===== src/include/prot_pkg.sv =====
// Purpose: shared constants and carriers for the protection and restart sequencer
// Assumes: 100 MHz clock; analog thresholds arrive as comparator levels
// Notes: times are kept in their own unit and converted to cycles here
package prot_pkg;
  // ****************************************
  // timing
  // ****************************************
  localparam int CLK_MHZ = 100;
  localparam int BLANK_TIME_MS = 20;
  localparam int BURST_ENTRY_TIME_MS = 20;
  localparam int SPIKE_BLANK_TIME_US = 30;
  localparam int BLANK_CYCLES = BLANK_TIME_MS * 1000 * CLK_MHZ;
  localparam int BURST_CYCLES = BURST_ENTRY_TIME_MS * 1000 * CLK_MHZ;
  localparam int SPIKE_CYCLES = SPIKE_BLANK_TIME_US * CLK_MHZ;
  localparam int EXT_COUNT_FULL = 256;
  localparam int TIMER_W = 32;
  localparam int EXT_W = 9;

  // ****************************************
  // restart modes and parity
  // ****************************************
  typedef enum logic [1:0] {
    MODE_RUN = 2'h0,
    MODE_NORMAL_RESTART = 2'h1,
    MODE_ODD_SKIP = 2'h3,
    MODE_NON_SWITCH = 2'h2
  } restart_mode_t;
  localparam logic PARITY_ODD = 1'h1;
  localparam logic PARITY_EVEN = 1'h0;

  // comparator outputs from the analog front end
  typedef struct packed {
    logic fb_above_4v0;
    logic fb_above_4v5;
    logic fb_above_3v5;
    logic fb_below_3v2;
    logic fb_below_burst_entry;
    logic vcc_above_17v;
    logic vcc_below_10v5;
    logic vcc_above_20v5;
    logic vcc_above_25v5;
    logic temp_above_130c;
    logic temp_below_recover;
    logic mfp_below_0v4;
    logic mfp_below_0v9;
    logic mfp_above_4v5;
  } comparators_t;

  // controls back to the power stage
  typedef struct packed {
    logic gate_enable;
    logic softstart_active;
    logic full_current_limit;
    logic burst_limit_select;
    logic internal_bias_on;
    logic startup_cell_on;
    logic charge_switch;
    logic discharge_switch;
  } stage_ctrl_t;
endpackage : prot_pkg


===== src/ext_blank_counter.sv =====
// Purpose: extended blanking counter working the multi-function pin
// Assumes: pin comparators are synchronous to clk_in
// Notes: discharge to 0.9V, charge to 4.5V, one count per charge
`timescale 1ns/1ps
`default_nettype none
module ext_blank_counter #(
  parameter int COUNT_FULL = prot_pkg::EXT_COUNT_FULL
) (
  // clock and reset
  input wire logic clk_in,
  input wire logic srst_in,
  // control and pin comparators
  input wire logic run_in,
  input wire logic pin_below_0v9_in,
  input wire logic pin_above_4v5_in,
  // results
  output logic charge_switch_out,
  output logic discharge_switch_out,
  output logic done_out
);
  typedef struct packed {
    logic charging;
    logic discharging;
    logic done;
    logic [prot_pkg::EXT_W-1:0] count;
  } ext_state_t;

  ext_state_t state_reg;
  ext_state_t state_next;

  // ****************************************
  // charge and discharge sequencing
  // ****************************************
  always_comb begin
    state_next = state_reg;
    if (!run_in) begin
      state_next = '0;
    end else if (!state_reg.done) begin
      if (!state_reg.charging && !state_reg.discharging) begin
        state_next.discharging = 1'h1;
      end else if (state_reg.discharging && pin_below_0v9_in) begin
        state_next.discharging = 1'h0;
        state_next.charging = 1'h1;
      end else if (state_reg.charging && pin_above_4v5_in) begin
        state_next.count = state_reg.count + 9'h001;
        state_next.charging = 1'h0;
        if (state_reg.count == 9'(COUNT_FULL - 1)) begin
          state_next.done = 1'h1;
        end else begin
          state_next.discharging = 1'h1;
        end
      end
    end
  end

  always_ff @(posedge clk_in) begin
    if (srst_in) begin
      state_reg <= '0;
    end else begin
      state_reg <= state_next;
    end
  end

  assign charge_switch_out = state_reg.charging;
  assign discharge_switch_out = state_reg.discharging;
  assign done_out = state_reg.done;
endmodule : ext_blank_counter
`default_nettype wire


===== src/smps_protection_restart_ctrl.sv =====
// Purpose: protection, burst and restart sequencing of the switching controller
// Assumes: comparator levels synchronous to clk_in; lockout edges frame restart cycles
// Notes: long timers are parameters so a simulation can shorten them
`timescale 1ns/1ps
`default_nettype none
// Notes on behaviour
// feedback above 4.0V leaves burst, full limit
// odd-skip odd cycles: no faults, no pulses
// odd-skip even cycles: check, soft start, exit
// non-switch even cycles: check only, no pulses
// faults map onto their restart mode
// softstart overvoltage: 20.5V and 4.5V feedback
// global overvoltage above 25.5V always trips; code checks it only while powered in run mode or an even cycle
// over-temperature non-switch, recover after hysteresis
// pin below 0.4V forces non-switch, gate off
// supply lockout below 10.5V, restart at 17V
// shorted optocoupler handled by lockout path
// feedback above 4.5V starts 20ms blanking
// extended counter discharges, charges, counts per charge
// count 256 plus overload, 30us, odd-skip
// total blanking is built-in plus extended
// burst entry after 20ms below threshold
// burst bias on 3.5V, off 3.2V, reduced limit
// parity toggles per lockout-on, odd on entry
module smps_protection_restart_ctrl #(
  parameter int BLANK_CYCLES = prot_pkg::BLANK_CYCLES,
  parameter int BURST_CYCLES = prot_pkg::BURST_CYCLES,
  parameter int SPIKE_CYCLES = prot_pkg::SPIKE_CYCLES,
  parameter int EXT_COUNT_FULL = prot_pkg::EXT_COUNT_FULL
) (
  // clock and reset
  input wire logic clk_in,
  input wire logic srst_in,
  // comparator levels
  input wire prot_pkg::comparators_t cmp_in,
  // soft start finished, from the soft start generator
  input wire logic softstart_done_in,
  // power stage controls
  output prot_pkg::stage_ctrl_t ctrl_out,
  // status
  output prot_pkg::restart_mode_t mode_out,
  output logic parity_odd_out,
  output logic burst_active_out
);
  typedef struct packed {
    prot_pkg::restart_mode_t mode;
    logic parity;
    logic powered;
    logic softstart;
    logic burst;
    logic burst_bias;
    logic ext_run;
    logic [prot_pkg::TIMER_W-1:0] blank_cnt;
    logic [prot_pkg::TIMER_W-1:0] burst_cnt;
    logic [prot_pkg::TIMER_W-1:0] spike_cnt;
    prot_pkg::stage_ctrl_t ctrl;
  } ctrl_state_t;

  ctrl_state_t state_reg;
  ctrl_state_t state_next;
  logic ext_charge;
  logic ext_discharge;
  logic ext_done;
  logic lockout_on;
  logic lockout_off;
  logic odd_fault;
  logic nonsw_fault;
  logic fault_check;
  logic overload_trip;
  logic temp_hold;

  // ****************************************
  // extended blanking counter
  // ****************************************
  ext_blank_counter #(
    .COUNT_FULL(EXT_COUNT_FULL)
  ) u_ext_blank (
    .clk_in(clk_in),
    .srst_in(srst_in),
    .run_in(state_reg.ext_run),
    .pin_below_0v9_in(cmp_in.mfp_below_0v9),
    .pin_above_4v5_in(cmp_in.mfp_above_4v5),
    .charge_switch_out(ext_charge),
    .discharge_switch_out(ext_discharge),
    .done_out(ext_done)
  );

  // ****************************************
  // fault classification
  // ****************************************
  // lockout edges mark the start and end of each restart cycle
  assign lockout_on = !state_reg.powered && cmp_in.vcc_above_17v;
  assign lockout_off = state_reg.powered && cmp_in.vcc_below_10v5;
  // spike counter saturated means overload outlasted both blanking stages
  assign overload_trip = (state_reg.spike_cnt >= 32'(SPIKE_CYCLES)) && cmp_in.fb_above_4v5;
  assign odd_fault = cmp_in.vcc_above_25v5
    || (state_reg.softstart && cmp_in.vcc_above_20v5 && cmp_in.fb_above_4v5)
    || overload_trip;
  // thermal fault holds until the lower recovery threshold is passed
  assign temp_hold = cmp_in.temp_above_130c || (state_reg.mode == prot_pkg::MODE_NON_SWITCH && !cmp_in.temp_below_recover);
  assign nonsw_fault = temp_hold || cmp_in.mfp_below_0v4;
  // faults are looked at while running or in an even restart cycle
  assign fault_check = (state_reg.mode == prot_pkg::MODE_RUN) || (state_reg.parity == prot_pkg::PARITY_EVEN);

  // ****************************************
  // next state
  // ****************************************
  always_comb begin
    state_next = state_reg;
    // supply lockout framing, recharge restarts a cycle
    if (lockout_on) begin
      state_next.powered = 1'h1;
      state_next.softstart = 1'h1;
      state_next.parity = ~state_reg.parity;
    end else if (lockout_off) begin
      state_next.powered = 1'h0;
      state_next.softstart = 1'h0;
      if (state_reg.mode == prot_pkg::MODE_RUN) begin
        state_next.mode = prot_pkg::MODE_NORMAL_RESTART;
      end
    end else if (softstart_done_in) begin
      state_next.softstart = 1'h0;
    end
    // end of a restart cycle at an even cycle without a fault
    if (lockout_on && state_reg.mode != prot_pkg::MODE_RUN && state_reg.parity == prot_pkg::PARITY_ODD) begin
      if (!odd_fault && !nonsw_fault) begin
        state_next.mode = prot_pkg::MODE_RUN;
      end
    end
    if (state_reg.mode == prot_pkg::MODE_NORMAL_RESTART && lockout_on) begin
      state_next.mode = prot_pkg::MODE_RUN;
    end
    // fault entry; non-switch wins over odd-skip
    if (fault_check && state_reg.powered && !lockout_off) begin
      if (nonsw_fault) begin
        state_next.mode = prot_pkg::MODE_NON_SWITCH;
      end else if (odd_fault) begin
        state_next.mode = prot_pkg::MODE_ODD_SKIP;
      end
      // the rail stays up until it sags to lockout-off; dropping powered here would
      // fake a lockout-on at once while the supply is still above 17V
      if ((nonsw_fault || odd_fault) && state_reg.mode == prot_pkg::MODE_RUN) begin
        state_next.parity = prot_pkg::PARITY_ODD;
      end
    end
    // built-in blanking then extended counter
    if (cmp_in.fb_above_4v5 && state_reg.mode == prot_pkg::MODE_RUN) begin
      if (state_reg.blank_cnt < 32'(BLANK_CYCLES)) begin
        state_next.blank_cnt = state_reg.blank_cnt + 32'h1;
      end
    end else begin
      state_next.blank_cnt = '0;
    end
    state_next.ext_run = (state_reg.blank_cnt >= 32'(BLANK_CYCLES)) && cmp_in.fb_above_4v5;
    if (ext_done && cmp_in.fb_above_4v5) begin
      if (state_reg.spike_cnt < 32'(SPIKE_CYCLES)) begin
        state_next.spike_cnt = state_reg.spike_cnt + 32'h1;
      end
    end else begin
      state_next.spike_cnt = '0;
    end
    // burst entry timer, cleared in normal operation
    if (!state_reg.burst && cmp_in.fb_below_burst_entry && state_reg.mode == prot_pkg::MODE_RUN) begin
      state_next.burst_cnt = state_reg.burst_cnt + 32'h1;
      if (state_reg.burst_cnt >= 32'(BURST_CYCLES - 1)) begin
        state_next.burst = 1'h1;
        state_next.burst_bias = 1'h0;
      end
    end else begin
      state_next.burst_cnt = '0;
    end
    if (state_reg.burst) begin
      if (cmp_in.fb_above_4v0 || state_next.mode != prot_pkg::MODE_RUN) begin
        state_next.burst = 1'h0;
        state_next.burst_bias = 1'h0;
      end else if (cmp_in.fb_above_3v5) begin
        state_next.burst_bias = 1'h1;
      end else if (cmp_in.fb_below_3v2) begin
        state_next.burst_bias = 1'h0;
      end
    end
    // stage controls registered from the next state
    state_next.ctrl.startup_cell_on = !state_next.powered;
    state_next.ctrl.softstart_active = state_next.softstart;
    state_next.ctrl.full_current_limit = !state_next.burst;
    state_next.ctrl.burst_limit_select = state_next.burst;
    state_next.ctrl.internal_bias_on = state_next.powered && (!state_next.burst || state_next.burst_bias);
    state_next.ctrl.charge_switch = ext_charge;
    state_next.ctrl.discharge_switch = ext_discharge;
    unique case (state_next.mode)
      prot_pkg::MODE_RUN: begin
        state_next.ctrl.gate_enable = state_next.powered && (!state_next.burst || state_next.burst_bias);
      end
      prot_pkg::MODE_NORMAL_RESTART: begin
        state_next.ctrl.gate_enable = 1'h0;
      end
      prot_pkg::MODE_ODD_SKIP: begin
        // only even cycles may try a soft start
        state_next.ctrl.gate_enable = state_next.powered && state_next.parity == prot_pkg::PARITY_EVEN;
      end
      prot_pkg::MODE_NON_SWITCH: begin
        state_next.ctrl.gate_enable = 1'h0;
      end
    endcase
  end

  // ****************************************
  // state register
  // ****************************************
  always_ff @(posedge clk_in) begin
    if (srst_in) begin
      state_reg <= '0;
    end else begin
      state_reg <= state_next;
    end
  end

  assign ctrl_out = state_reg.ctrl;
  assign mode_out = state_reg.mode;
  assign parity_odd_out = state_reg.parity;
  assign burst_active_out = state_reg.burst;
endmodule : smps_protection_restart_ctrl
`default_nettype wire


===== config.mk =====
export PLATFORM = sky130hd
export DESIGN_NAME = smps_protection_restart_ctrl
export DESIGN_NICKNAME = d
export VERILOG_FILES = /design/src/include/prot_pkg.sv /design/src/ext_blank_counter.sv /design/src/smps_protection_restart_ctrl.sv
export SDC_FILE = /design/constraint.sdc
export NUM_CORES = 1
export LEC_CHECK = 0
export BUFFER_PORTS_ARGS = -buffer_cell sky130_fd_sc_hd__buf_2
export CAP_MARGIN = 20
export CORE_AREA = 2 2 95 106
export CTS_CLUSTER_DIAMETER = 100
export DETAILED_ROUTE_END_ITERATION = 8
export DIE_AREA = 0 0 97 108
export PLACE_DENSITY = 0.83
export SLEW_MARGIN = 30
export SYNTH_ARGS = -nofsm -noshare
export SYNTH_HDL_FRONTEND = slang
export SYNTH_SLANG_ARGS = --single-unit
export TNS_END_PERCENT = 100

===== constraint.sdc =====
create_clock -name clk_in -period 4.15 [get_ports clk_in]
set_input_delay 0.415 -clock clk_in [delete_from_list [all_inputs] [get_ports clk_in]]
set_output_delay 0.415 -clock clk_in [all_outputs]
set_load 0.005 [all_outputs]

==> impl_metrics.csv <==
group,metric,value,unit
clocking,cts_tree,"done",
grt,antenna_found_initial,0,
clocking,postCtsSetupRepairBufs,0,
logic_synthesis,synth-seq-cells,122,
logic_synthesis,async_reset_ff_share,0,%
place,gp_congestion,0.847,
logic_synthesis,synth-edff-count,0,
route,first_pass_iters,4,
cells_and_area,seq_area,2440,µm²
cells_and_area,diodes,0,
timing,max_freq,398,MHz
logic_synthesis,ys_seq_area_share,48.4,%
setup_path,end_kind,"register",
cells_and_area,final_common_cell,"dfxtp_1",
power_and_ir_drop,power,2.84,mW
die,num_rows,37,
logic_synthesis,synthesis.nets,590,
logic_synthesis,syn_area,5040,µm²
timing,maxSlewHeadroom,45.3,%
timing,timing.final.max_slew_violations,0,
timing,fin_crit,2.51,ns
setup_path,worst-r2r-cell-count,7,
route,dr_total_vias,3950,
cells_and_area,area_growth,15.6,%
logic_synthesis,ys_warn_count,0,
clocking,clockRootBuffer,"clkbuf_8",
clocking,cts_buffers,17,
timing,fin_worst_skew,0.0107,ns
route,drc,0,
place,port_buffers,28,
setup_path,cp.required,4.61,ns
grt,grt_usage,20.2,%
die,start_util,54.2,%
setup_path,crit_fanout,4,
timing,setup_ws,1.64,ns
logic_synthesis,synth_flop_cell,"dfxtp_1",
run,maxCapViolCount,0,
power_and_ir_drop,power_density,486,nW/µm²
outcome,outcome,"finished, final reports clean",
place,hpwl,6310,µm
die,die_y,108,µm
setup_path,criticalPathCategory,"reg -> reg",
cells_and_area,drive_gt1_share,10.7,%
clocking,clockBufferDepth,2,
timing,tightest_slew,0.817,ns
place,pre_cts_ws,1.82,ns
die,coreArea,9310,µm²
timing,finalCritPeriodShare,60.6,%
grt,grt_max_degree,34,
route,drtIter0Drc,214,
worst_hold_path,hold_depth,3,
grt,grt_pass1_vias,3942,
setup_path,slowest_stage,"nor3b_1",
setup_path,crit_path_start,"state_reg[27]",
power_and_ir_drop,vdd_drop_max,0.236,mV
logic_synthesis,synthCells,566,
worst_hold_path,hp-class,"in -> reg",
grt,grt_overflow,0,
worst_hold_path,hold_start,"softstart_done_in",
cells_and_area,layout_common_cells,"122 x dfxtp_1, 86 x nor2_1, 45 x and3_1, 42 x nand2_1, 38 x xor2_1",
grt,grt_pass1_wl,17300,µm
setup_path,critical_path_depth,7,
cells_and_area,finalNetCount,611,
logic_synthesis,avgSynthCellArea,8.91,µm²
cells_and_area,largest_reg_flops,99,
timing,finalHoldViolations,0,
die,ios,29,
route,wl,9810,µm
setup_path,rr_startpoint,"state_reg[27]",
clocking,cts_resized,0,
cells_and_area,nFillCells,745,
timing,rsz0062_at_grt,"no",
timing,tns,0,ns
setup_path,crit_family,"compound AO/OA/AOI/OAI gates",
clocking,cts_htree_levels,4,
setup_path,cpPeakStageDelay,0.55,ns
setup_path,critPathBufInv,0,
cells_and_area,final_util,62.6,%
clocking,path_clk_slew,0.06,ns
setup_path,path_cells,"nor4_1, nand4_1, o41ai_2, a31oi_1, nor3b_1, a2bb2oi_1, o21bai_1",
route,drt-wirelength-per-cell,13.7,µm
logic_synthesis,synth_cell_types,42,
die,fp.dieW,97,µm
clocking,clk_latency,0.52,ns
setup_path,crit_path_start_kind,"register",
timing,setup_viol,0,
route,via_per_inst,5.51,
clocking,cts_hold_buf,0,
die,die_area,10500,µm²
setup_path,cp.arrival,2.97,ns
power_and_ir_drop,leakagePower,2.30,nW
route,ant_nets,0,
cells_and_area,multi_input_area,2420,µm²
clocking,clock_sinks,122,
==> worst register-to-register path, cell delays in order, from the launching register on <==
cell and delay, ns:
dfxtp_1 0.31, nor4_1 0.31, nand4_1 0.19, o41ai_2 0.54, a31oi_1 0.24, nor3b_1 0.55
a2bb2oi_1 0.16, o21bai_1 0.16
==> cells in the mapped netlist, drive strengths merged (5+ instances only) <==
library cell	number	share of area [%]
nand3	25	2.5
or3	10	1.2
nand4	10	1.2
inv	12	0.89
nor2b	7	0.87
xnor2	18	3.1
and3	46	5.7
dfxtp	122	48
clkbuf	17	1.3
and2	5	0.62
buf	10	1.5
a21oi	17	1.7
and4	10	1.7
ha	7	1.7
nand2b	6	0.74
nor2	86	6.4
xor2	38	6.6
nor3	11	1.1
nand2	43	3.2
o21ai	19	1.9
nor4	12	1.7
a31oi	5	0.62
==> stage by stage <==
stage          hold slack (ns)  area, µm²  std cells
3_3_place_gp             0.442       5190        685
5_1_grt                  0.189       5830        717
3_5_place_dp             0.468       5190        685
2_1_floorplan            0.430       5040        566
6_report                 0.183       5830        717
4_1_cts                  0.179       5830        717
==> cells by family after synthesis <==
logic type	after synthesis	share of synthesized area, %
AND/OR/NAND/NOR	282	28.9
flip-flops	122	48.4
AO/OA/AOI/OAI	58	7.15
XOR/XNOR	56	9.73
buffers and inverters	39	3.67
adder cells (fa/ha/maj)	7	1.74
multiplexers	2	0.397
==> report_power, final <==
part | switching, mW | leakage [nW] | internal [mW]
Clock | 0.517 | 0.301 | 1.05
Sequential | 0.0109 | 0.985 | 1.18
Combinational | 0.0506 | 1.01 | 0.0274
Total | 0.578 | 2.30 | 2.26
==> worst paths after layout <==
| check | to | slack [ns] |
|---|---|---|
| max | ctrl_out[7] | 1.64 |
| min | ctrl_out[6] | 0.18 |
| max reg2reg | ctrl_out[7] | 1.64 |
| min reg2reg | state_reg[25] | 0.48 |
==> final cells by class <==
cell class | count | area share [%]
flip-flops and latches | 122 | 41.9
clock buffers | 20 | 7.47
well taps | 117 | 2.51
repair buffers | 29 | 2.53
multi-input cells | 405 | 41.4
inverters | 12 | 0.773
clock inverters | 12 | 3.37
==> metal layers <==
| metal | share of wire, % | routed length (µm) | global-route usage, % |
|---|---|---|---|
| met1 | 45 | 4450 | 23.5 |
| met2 | 48 | 4680 | 33.8 |
| met3 | 4.7 | 464 | 7.24 |
| met4 | 2.1 | 210 | 8.85 |
| met5 | 0 | 0 | 0 |
Note: power is estimated with default switching activity, not from simulation.
